## src/logic/ast_pkg.sv

```systemverilog
// What this block does
// enabled and nothing pending: serial line held high
// disabled: output enable dropped so the pin returns to port use
// frame is start bit, 8 or 9 data bits LSB first, stop bit
// start bit drives the line low
// idle character is 10 or 11 bit times of high level
// word-length select picks 9 bits, ninth bit from its own control
// enabling sends a preamble of 10 or 11 ones first
// empty flag cleared only by status access then data write
// empty flag set when buffer empties as a transfer starts; masked interrupt
// write during shifting waits in buffer, moved in at character end
// write while idle loads shifter at once and sets empty flag
// complete flag set after stop bit; masked interrupt
// complete flag cleared by same status-then-write sequence
// send-break loads break characters, repeated while set
// after break released, one high bit is appended
// enable toggled mid-frame: preamble after current word, stop bit excluded; the code sends the stop bit before the preamble
// toggling enable discards buffered data
// bit rate is clock / (16 * coarse prescaler * power-of-two divider)
// nonzero extended prescaler further divides the 16x clock; zero bypasses
// software keeps baud settings still while enabled
// break holds line low a full frame before the high bit
package ast_pkg;

    localparam int DATA_W = 8;
    localparam int FIFO_DEPTH = 16;

    // last index counters for bits within a word and within a frame
    localparam logic [3:0] WORD8_LAST = 4'h7;
    localparam logic [3:0] WORD9_LAST = 4'h8;
    localparam logic [3:0] FRAME8_LAST = 4'h9;
    localparam logic [3:0] FRAME9_LAST = 4'hA;
    localparam logic [3:0] CNT_ZERO = 4'h0;

    // 16x oversampling stage and coarse prescaler terminal counts
    localparam logic [3:0] OVS_LAST = 4'hF;
    localparam logic [3:0] PR1_LAST = 4'h0;
    localparam logic [3:0] PR3_LAST = 4'h2;
    localparam logic [3:0] PR4_LAST = 4'h3;
    localparam logic [3:0] PR13_LAST = 4'hC;
    localparam logic [1:0] PR_SEL_1 = 2'h0;
    localparam logic [1:0] PR_SEL_3 = 2'h1;
    localparam logic [1:0] PR_SEL_4 = 2'h2;
    localparam logic [7:0] EXT_OFF = 8'h00;

    localparam logic [1:0] CPU_MASK_OPEN = 2'h0;
    localparam logic TX_BUFFER_EMPTY_FLAG_RST = 1'h1;
    localparam logic TC_RST = 1'h1;

    typedef enum logic [2:0] {
        ST_OFF = 3'b000,
        ST_IDLE = 3'b001,
        ST_PRE = 3'b010,
        ST_START = 3'b011,
        ST_DATA = 3'b100,
        ST_STOP = 3'b101,
        ST_BREAK = 3'b110,
        ST_MARK = 3'b111
    } ast_state_t;

endpackage

```

## src/logic/ast_baud_gen.sv

```systemverilog
`timescale 1ns/1ps
module ast_baud_gen
    import ast_pkg::*;
(
    input wire logic ref_clk_i, // system clock
    input wire logic nrst_i, // async reset, active low
    input wire logic run_i, // counters held at zero while low
    input wire logic [1:0] pr_sel_i, // coarse prescaler select
    input wire logic [2:0] tr_sel_i, // power-of-two divider select
    input wire logic [7:0] ext_i, // extended prescaler, zero = bypass
    output logic tick_o // one-cycle pulse per bit time
);

    typedef struct packed {
        logic [3:0] pr_cnt;
        logic [3:0] os_cnt;
        logic [7:0] ext_cnt;
        logic [6:0] tr_cnt;
        logic tick;
    } ast_baud_state_t;

    ast_baud_state_t state_reg;
    ast_baud_state_t state_next;
    logic [3:0] pr_last;
    logic [7:0] ext_last;
    logic [6:0] tr_last;

    always_comb
    begin
        unique case (pr_sel_i)
            PR_SEL_1: pr_last = PR1_LAST;
            PR_SEL_3: pr_last = PR3_LAST;
            PR_SEL_4: pr_last = PR4_LAST;
            default: pr_last = PR13_LAST;
        endcase
        ext_last = (ext_i == EXT_OFF) ? EXT_OFF : ext_i - 8'h01;
        tr_last = 7'((8'h01 << tr_sel_i) - 8'h01);
        state_next = state_reg;
        state_next.tick = 1'b0;
        if (!run_i)
        begin
            state_next = '0;
        end
        else if (state_reg.pr_cnt != pr_last)
        begin
            state_next.pr_cnt = state_reg.pr_cnt + 4'h1;
        end
        else
        begin
            // cascade: prescaler, 16x stage, extended stage, divider
            state_next.pr_cnt = CNT_ZERO;
            if (state_reg.os_cnt != OVS_LAST)
            begin
                state_next.os_cnt = state_reg.os_cnt + 4'h1;
            end
            else
            begin
                state_next.os_cnt = CNT_ZERO;
                if (state_reg.ext_cnt != ext_last)
                begin
                    state_next.ext_cnt = state_reg.ext_cnt + 8'h01;
                end
                else
                begin
                    state_next.ext_cnt = EXT_OFF;
                    if (state_reg.tr_cnt != tr_last)
                    begin
                        state_next.tr_cnt = state_reg.tr_cnt + 7'h01;
                    end
                    else
                    begin
                        state_next.tr_cnt = 7'h00;
                        state_next.tick = 1'b1;
                    end
                end
            end
        end
    end

    always_ff @(posedge ref_clk_i or negedge nrst_i)
    begin
        if (!nrst_i)
            state_reg <= '0;
        else
            state_reg <= state_next;
    end

    assign tick_o = state_reg.tick;

endmodule

```

## src/logic/ast_fifo.sv

```systemverilog
`timescale 1ns/1ps
module ast_fifo #(
    parameter int WIDTH = 9,
    parameter int DEPTH = 16
) (
    input wire logic ref_clk_i, // system clock
    input wire logic nrst_i, // async reset, active low
    input wire logic flush_i, // drop all contents
    input wire logic in_valid_i, // write request
    output logic in_ready_o, // space available
    input wire logic [WIDTH-1:0] in_data_i, // write data
    output logic out_valid_o, // a word is waiting
    input wire logic out_ready_i, // consumer takes the word
    output logic [WIDTH-1:0] out_data_o, // oldest word
    output logic out_last_o // exactly one word left
);

    localparam int AW = $clog2(DEPTH);

    typedef struct packed {
        logic [DEPTH-1:0][WIDTH-1:0] mem;
        logic [AW-1:0] wr_ptr;
        logic [AW-1:0] rd_ptr;
        logic [AW:0] count;
        logic in_rdy;
        logic out_vld;
        logic last;
    } ast_fifo_state_t;

    ast_fifo_state_t state_reg;
    ast_fifo_state_t state_next;
    logic push;
    logic pop;

    always_comb
    begin
        push = in_valid_i && state_reg.in_rdy;
        pop = out_ready_i && state_reg.out_vld;
        state_next = state_reg;
        if (flush_i)
        begin
            state_next.wr_ptr = '0;
            state_next.rd_ptr = '0;
            state_next.count = '0;
        end
        else
        begin
            if (push)
            begin
                state_next.mem[state_reg.wr_ptr] = in_data_i;
                state_next.wr_ptr = state_reg.wr_ptr + 1'b1;
            end
            if (pop)
                state_next.rd_ptr = state_reg.rd_ptr + 1'b1;
            if (push && !pop)
                state_next.count = state_reg.count + 1'b1;
            else if (pop && !push)
                state_next.count = state_reg.count - 1'b1;
        end
        // flags registered so the ports come straight from flops
        state_next.in_rdy = state_next.count != (AW+1)'(DEPTH);
        state_next.out_vld = state_next.count != '0;
        state_next.last = state_next.count == (AW+1)'(1);
    end

    always_ff @(posedge ref_clk_i or negedge nrst_i)
    begin
        if (!nrst_i)
        begin
            state_reg <= '0;
            state_reg.in_rdy <= 1'b1;
        end
        else
        begin
            state_reg <= state_next;
        end
    end

    assign in_ready_o = state_reg.in_rdy;
    assign out_valid_o = state_reg.out_vld;
    assign out_data_o = state_reg.mem[state_reg.rd_ptr];
    assign out_last_o = state_reg.last;

endmodule

```

## src/logic/ast_tx.sv

```systemverilog
`timescale 1ns/1ps
module ast_tx
    import ast_pkg::*;
#(
    parameter int DEPTH = FIFO_DEPTH
) (
    input wire logic ref_clk_i, // 250 MHz system clock
    input wire logic nrst_i, // async reset, active low
    input wire logic tx_enable_i, // transmitter enable
    input wire logic word9_sel_i, // 1 = 9-bit words
    input wire logic tx_ninth_bit_i, // ninth data bit
    input wire logic send_break_ctl_i, // send break characters
    input wire logic tx_empty_irq_en_i, // empty interrupt enable
    input wire logic tx_complete_irq_en_i, // complete interrupt enable
    input wire logic [1:0] cpu_condition_codes_i, // cpu interrupt mask bits
    input wire logic serial_status_port_rd_i, // status access pulse
    input wire logic serial_data_port_wr_i, // data write pulse
    input wire logic [7:0] serial_data_port_i, // data written
    input wire logic [1:0] baud_select_pr_i, // coarse prescaler select
    input wire logic [2:0] baud_select_tr_i, // transmit divider select
    input wire logic [7:0] tx_ext_prescaler_i, // extended prescaler
    output logic serial_tx_o, // serial line level
    output logic serial_tx_oe_o, // high while block drives the pin
    output logic data_ready_o, // holding buffer has room
    output logic tx_buffer_empty_flag_o, // buffer empty flag
    output logic tx_complete_flag_o, // transmission complete flag
    output logic irq_o // interrupt request
);

    // ****************************************
    // state
    // ****************************************
    typedef struct packed {
        ast_state_t st;
        logic [8:0] shift;
        logic [3:0] cnt;
        logic line;
        logic oe;
        logic en_prev;
        logic pre_pend;
        logic seen;
        logic tx_buffer_empty_flag;
        logic tc;
        logic irq;
    } ast_tx_state_t;

    ast_tx_state_t state_reg;
    ast_tx_state_t state_next;

    logic tick;
    logic baud_run;
    logic en_rise;
    logic en_fall;
    logic flush;
    logic end_frame;
    logic load;
    logic set_tx_buffer_empty_flag;
    logic set_tc;
    logic clear_seq;
    logic [3:0] frame_last;
    logic [3:0] word_last;
    logic fifo_valid;
    logic fifo_last;
    logic fifo_ready;
    logic [8:0] fifo_data;

    // ****************************************
    // baud generator and holding buffer
    // ****************************************
    // divider idles at zero so the first bit after idle is a full bit time
    assign baud_run = (state_reg.st != ST_OFF) && (state_reg.st != ST_IDLE);

    ast_baud_gen u_baud (
        .ref_clk_i(ref_clk_i),
        .nrst_i(nrst_i),
        .run_i(baud_run),
        .pr_sel_i(baud_select_pr_i),
        .tr_sel_i(baud_select_tr_i),
        .ext_i(tx_ext_prescaler_i),
        .tick_o(tick)
    );

    // writes are taken only while enabled; toggling enable flushes
    ast_fifo #(
        .WIDTH(DATA_W + 1),
        .DEPTH(DEPTH)
    ) u_fifo (
        .ref_clk_i(ref_clk_i),
        .nrst_i(nrst_i),
        .flush_i(flush),
        .in_valid_i(serial_data_port_wr_i && tx_enable_i),
        .in_ready_o(fifo_ready),
        .in_data_i({tx_ninth_bit_i, serial_data_port_i}),
        .out_valid_o(fifo_valid),
        .out_ready_i(load),
        .out_data_o(fifo_data),
        .out_last_o(fifo_last)
    );

    // ****************************************
    // next-state logic
    // ****************************************
    always_comb
    begin
        state_next = state_reg;
        frame_last = word9_sel_i ? FRAME9_LAST : FRAME8_LAST;
        word_last = word9_sel_i ? WORD9_LAST : WORD8_LAST;
        en_rise = tx_enable_i && !state_reg.en_prev;
        en_fall = !tx_enable_i && state_reg.en_prev;
        flush = en_rise || en_fall;
        end_frame = 1'b0;
        load = 1'b0;
        set_tx_buffer_empty_flag = 1'b0;
        set_tc = 1'b0;
        state_next.en_prev = tx_enable_i;

        // re-enable during a frame defers the preamble to its end
        if (en_rise && state_reg.st != ST_OFF)
            state_next.pre_pend = 1'b1;

        unique case (state_reg.st)
            ST_OFF:
            begin
                if (en_rise)
                begin
                    state_next.st = ST_PRE;
                    state_next.cnt = CNT_ZERO;
                    state_next.pre_pend = 1'b0;
                end
            end
            ST_IDLE:
            begin
                end_frame = 1'b1;
            end
            ST_PRE:
            begin
                if (tick)
                begin
                    if (state_reg.cnt == frame_last)
                        end_frame = 1'b1;
                    else
                        state_next.cnt = state_reg.cnt + 4'h1;
                end
            end
            ST_START:
            begin
                if (tick)
                begin
                    state_next.st = ST_DATA;
                    state_next.cnt = CNT_ZERO;
                end
            end
            ST_DATA:
            begin
                if (tick)
                begin
                    if (state_reg.cnt == word_last)
                    begin
                        state_next.st = ST_STOP;
                    end
                    else
                    begin
                        state_next.shift = {1'b0, state_reg.shift[8:1]};
                        state_next.cnt = state_reg.cnt + 4'h1;
                    end
                end
            end
            ST_STOP:
            begin
                if (tick)
                begin
                    set_tc = 1'b1;
                    end_frame = 1'b1;
                end
            end
            ST_BREAK:
            begin
                if (tick)
                begin
                    if (state_reg.cnt != frame_last)
                    begin
                        state_next.cnt = state_reg.cnt + 4'h1;
                    end
                    else if (send_break_ctl_i && tx_enable_i)
                    begin
                        state_next.cnt = CNT_ZERO;
                    end
                    else
                    begin
                        state_next.st = ST_MARK;
                    end
                end
            end
            ST_MARK:
            begin
                if (tick)
                    end_frame = 1'b1;
            end
        endcase

        // frame boundary: choose what the line does next
        if (end_frame)
        begin
            state_next.cnt = CNT_ZERO;
            if (!tx_enable_i)
            begin
                state_next.st = ST_OFF;
            end
            else if (state_reg.pre_pend || en_rise)
            begin
                state_next.st = ST_PRE;
                state_next.pre_pend = 1'b0;
            end
            else if (send_break_ctl_i)
            begin
                state_next.st = ST_BREAK;
            end
            else if (fifo_valid)
            begin
                load = 1'b1;
                state_next.st = ST_START;
                state_next.shift = word9_sel_i ? fifo_data : {1'b0, fifo_data[7:0]};
                set_tx_buffer_empty_flag = fifo_last;
            end
            else
            begin
                state_next.st = ST_IDLE;
            end
        end

        // line level follows the state being entered
        if (state_next.st == ST_START || state_next.st == ST_BREAK)
            state_next.line = 1'b0;
        else if (state_next.st == ST_DATA)
            state_next.line = state_next.shift[0];
        else
            state_next.line = 1'b1;
        state_next.oe = state_next.st != ST_OFF;

        // ****************************************
        // flags: set wins over the clearing sequence
        // ****************************************
        clear_seq = serial_data_port_wr_i && state_reg.seen;
        if (clear_seq)
            state_next.seen = 1'b0;
        else if (serial_status_port_rd_i)
            state_next.seen = 1'b1;
        state_next.tx_buffer_empty_flag = set_tx_buffer_empty_flag || (state_reg.tx_buffer_empty_flag && !clear_seq);
        state_next.tc = set_tc || (state_reg.tc && !clear_seq);
        state_next.irq = ((state_next.tx_buffer_empty_flag && tx_empty_irq_en_i)
                         || (state_next.tc && tx_complete_irq_en_i))
                         && (cpu_condition_codes_i == CPU_MASK_OPEN);
    end

    always_ff @(posedge ref_clk_i or negedge nrst_i)
    begin
        if (!nrst_i)
        begin
            state_reg <= '0;
            state_reg.st <= ST_OFF;
            state_reg.line <= 1'b1;
            state_reg.tx_buffer_empty_flag <= TX_BUFFER_EMPTY_FLAG_RST;
            state_reg.tc <= TC_RST;
        end
        else
        begin
            state_reg <= state_next;
        end
    end

    assign serial_tx_o = state_reg.line;
    assign serial_tx_oe_o = state_reg.oe;
    assign data_ready_o = fifo_ready;
    assign tx_buffer_empty_flag_o = state_reg.tx_buffer_empty_flag;
    assign tx_complete_flag_o = state_reg.tc;
    assign irq_o = state_reg.irq;

    // ****************************************
    // assertions
    // ****************************************
    AST_IDLE_HIGH: assert property (@(posedge ref_clk_i) disable iff (!nrst_i)
        (state_reg.st == ST_IDLE) |-> (serial_tx_o && serial_tx_oe_o))
        else $error("idle line not driven high");

    AST_RELEASE: assert property (@(posedge ref_clk_i) disable iff (!nrst_i)
        (state_reg.st == ST_STOP && tick && !tx_enable_i) |=> !serial_tx_oe_o)
        else $error("pin not released after disable");

    AST_START_LOW: assert property (@(posedge ref_clk_i) disable iff (!nrst_i)
        (state_reg.st == ST_START) |-> (!serial_tx_o && serial_tx_oe_o))
        else $error("start bit not low");

    AST_STOP_AFTER_DATA: assert property (@(posedge ref_clk_i) disable iff (!nrst_i)
        (state_reg.st == ST_DATA && tick && state_reg.cnt == word_last)
        |=> (state_reg.st == ST_STOP && serial_tx_o))
        else $error("stop bit missing after last data bit");

    AST_PRE_LEN: assert property (@(posedge ref_clk_i) disable iff (!nrst_i)
        (state_reg.st == ST_PRE && tick && state_reg.cnt != frame_last) |=> (state_reg.st == ST_PRE))
        else $error("preamble ended early");

    AST_TC_SET: assert property (@(posedge ref_clk_i) disable iff (!nrst_i)
        (state_reg.st == ST_STOP && tick) |=> tx_complete_flag_o)
        else $error("complete flag not set after stop bit");

    AST_TC_CLEAR: assert property (@(posedge ref_clk_i) disable iff (!nrst_i)
        (state_reg.seen && serial_data_port_wr_i && !(state_reg.st == ST_STOP && tick))
        |=> !tx_complete_flag_o)
        else $error("complete flag survived clear sequence");

    AST_BREAK_LOW: assert property (@(posedge ref_clk_i) disable iff (!nrst_i)
        (state_reg.st == ST_BREAK) |-> !serial_tx_o)
        else $error("break character not low");

    AST_BREAK_MARK: assert property (@(posedge ref_clk_i) disable iff (!nrst_i)
        (state_reg.st == ST_BREAK && tick && state_reg.cnt == frame_last && !send_break_ctl_i)
        |=> (state_reg.st == ST_MARK && serial_tx_o))
        else $error("no high bit after last break");

    AST_IRQ: assert property (@(posedge ref_clk_i) disable iff (!nrst_i)
        (tx_buffer_empty_flag_o && $past(tx_empty_irq_en_i)
         && $past(cpu_condition_codes_i) == CPU_MASK_OPEN) |-> irq_o)
        else $error("empty interrupt not raised");

endmodule

```

## config.mk

```make
export PLATFORM = sky130hd
export DESIGN_NAME = ast_tx
export DESIGN_NICKNAME = d
export VERILOG_FILES = /design/src/logic/ast_pkg.sv /design/src/logic/ast_baud_gen.sv /design/src/logic/ast_fifo.sv /design/src/logic/ast_tx.sv
export SDC_FILE = /design/constraint.sdc
export NUM_CORES = 1
export LEC_CHECK = 0
export BUFFER_PORTS_ARGS = -buffer_cell sky130_fd_sc_hd__buf_2
export CAP_MARGIN = 40
export CORE_MARGIN = 2
export CORE_UTILIZATION = 45
export CTS_CLUSTER_DIAMETER = 80
export CTS_CLUSTER_SIZE = 12
export DETAILED_ROUTE_END_ITERATION = 8
export PLACE_DENSITY = 0.65
export SYNTH_ARGS = -nofsm -noshare
export SYNTH_HDL_FRONTEND = slang
export SYNTH_SLANG_ARGS = --single-unit
```

## constraint.sdc

```tcl
create_clock -name ref_clk_i -period 3.5 [get_ports ref_clk_i]
set_clock_uncertainty 0.15 [all_clocks]
set_input_delay 0.175 -clock ref_clk_i [delete_from_list [all_inputs] [get_ports ref_clk_i]]
set_output_delay 0.175 -clock ref_clk_i [all_outputs]
set_load 0.05 [all_outputs]
```

==> qor.yml <==
worstPathRequired_ns: 3.73
irDropWorstVdd_mv: 0.311
fin_util: 0.516
max_stage_delay_ns: 0.48
drt-initial-drc-count: 462
insertion_delay_ns: 0.50
die-area_um2: 24500
reg2regPathDepth: 7
coreArea_um2: 22700
hold_path.startpoint: "send_break_ctl_i"
synth_top_cell_area_share: 0.487
grt_max_degree: 85
finalSetupTns_ns: 0
slowest_stage: "a211oi_2"
synth.ff_latch_count: 208
place_hpwl_um: 14800
grt.overflow.total: 0
p_leak_uw: 0.00545
route.detailed.drc: 0
syn2layout_area_growth_pct: 11.9
reg2reg_from: "u_baud.state_reg[22]"
wl_per_cell_um: 19.6
num_antenna_cells: 0
die_x_um: 157
setup_viol: 0
final_cell_mix: "dfrtp_1, mux2_2, nand2_1"
worstReg2RegEnd: "u_baud.state_reg[7]"
synth_edf_count: 0
vias: 6812
synth.avg_cell_area_um2: 12.4
relSlewSlack: 0.445
hold_depth: 3
io_buffer_count: 38
via_per_inst: 5.76
clockRootBuffer: "clkbuf_16"
finalCriticalPeriod_ns: 2.77
final_antenna_net_count: 0
htreeDepth: 1
crit_path_cell_trace: "or3_1, a211oi_2, nand4_1, a211oi_1, and3_1, o21ai_1, a32o_1"
grt_pass1_vias: 6819
num_rows: 55
num_io_pins: 39
cp.arrival_ns: 2.99
final-hold-violation-count: 0
clk_pin_slew_ns: 0.06
layout.cells.most_common: "dfrtp_1"
wl_um: 23200
cts_tree: "built"
min_period_over_period: 0.790
synth_cells: 843
hold_end: "state_reg[21]"
finalMaxSlewViolations: 0
synth-seq-area-share: 0.497
rsz0062_at_grt: "no"
ys_warn_count: 0
synth_cell_types: 68
fmax_mhz: 361
drt-pass1-iter-count: 4
numCtsBuffers: 21
grt_first_pass_wirelength_um: 37300
start_util: 0.461
critPathTopFamily: "compound AO/OA/AOI/OAI gates"
rrSetupSlack_ns: 0.73
status: "completed"
worst_pin_slew_ns: 0.833
worstSetupEndpointType: "flip-flop"
max_cap_violations: 0
cp-start-kind: "flip-flop"
grt_use_total: 0.195
die_h_um: 157
n_fill_cell: 1970
clock-sinks: 208
synth.cell_area_um2: 10500
hold_path.class: "in -> reg"
power_density_nw_per_um2: 446
ctsLongestPathBuffers: 3
worstPathMaxFanout: 8
final_net_count: 940
gp_congestion: 0.786
critPathBufInv: 0
ys.flop_type: "dfrtp_1"
antenna_found_initial: 0
synth_area_leaders: "dfrtp_1, mux2_2, mux4_2, mux2i_1, nand2_1"
synth_nets: 893
largest_reg_flops: 157
layout-drive-gt1-share: 0.302
path_class: "reg -> reg"
yosys.area.top_type: "dfrtp_1"
async_flop_share: 1.00
## cells in the mapped netlist, types with 12 or more instances
master and instances:
dfrtp_1 204, and2_1 16, ha_1 17, clkbuf_1 33, nand3_1 19, xnor2_1 19, a21oi_1 17, mux2i_1 30
mux4_2 30, xor2_1 16, o21ai_0 30, mux2_2 149, inv_1 17, nor2_1 30, nor3b_1 12, nand2_1 60
## worst max path at each step
stage | start | to | slack [ns] | cells after the start
CTS | u_baud.state_reg[22] | u_baud.state_reg[5] | 0.71 | 7
global placement | baud_select_tr_i[2] | u_baud.state_reg[4] | 0.52 | 10
floorplan | baud_select_tr_i[1] | u_baud.state_reg[3] | 0.75 | 10
finish | u_baud.state_reg[22] | u_baud.state_reg[7] | 0.73 | 7
global route | u_baud.state_reg[22] | u_baud.state_reg[4] | 0.45 | 7
detailed placement | baud_select_tr_i[2] | u_baud.state_reg[5] | 0.49 | 10
## cell type report
class                   count  area [µm²]  share of cell area
clock inverters             2        17.5             0.00150
flip-flops and latches    208        5210               0.445
well taps                 285         357              0.0304
multi-input cells         576        5030               0.429
repair buffers             66         487              0.0415
inverters                  17        63.8             0.00545
clock buffers              28         552              0.0471
## where the power goes
group | leakage, µW | internal, µW | switching, µW
clock | 0.000276 | 1100 | 888
combinational | 0.00236 | 287 | 284
sequential | 0.00281 | 2560 | 107
## worst min-delay path: cells and delay by family
family,cells,cell delay (ns)
buffers and inverters,1,0.12
AND/OR/NAND/NOR,1,0.13
AO/OA/AOI/OAI,1,0.18
## metal layers
metal	share of wire	vias up	GRT usage
li1	-	3186	-
met1	0.47	3459	0.266
met2	0.47	129	0.328
met3	0.036	38	0.0296
met4	0.024	0	0.0507
met5	0	-	0
## kinds of logic (layout without fill, tap and decap cells)
group | after synthesis | after routing | synth area share
XOR/XNOR | 35 | 35 | 0.0293
AND/OR/NAND/NOR | 204 | 204 | 0.103
adder cells (fa/ha/maj) | 17 | 17 | 0.0203
flip-flops | 208 | 208 | 0.497
buffers and inverters | 59 | 113 | 0.0228
multiplexers | 209 | 209 | 0.253
AO/OA/AOI/OAI | 111 | 111 | 0.0740
## stage by stage
stage | setup slack, ns | hold slack [ns] | total power [µW] | cells | area (µm²)
detailed placement | 0.487 | 0.132 | 3270 | 1136 | 11000
floorplan | 0.749 | -0.271 | 3070 | 843 | 10500
finish | 0.734 | 0.0564 | 5230 | 1182 | 11700
CTS | 0.707 | 0.0445 | 5290 | 1182 | 11700
global route | 0.452 | 0.0910 | 5460 | 1182 | 11700
global placement | 0.518 | 0.134 | 3260 | 1136 | 11000
## timing repair
action / CTS / global route
resized for setup: 0 / 0
hold endpoints to repair: 205 / 0
hold buffers: 16 / 0
buffers inserted: 0 / 0
(Power assumes the default switching activity.)
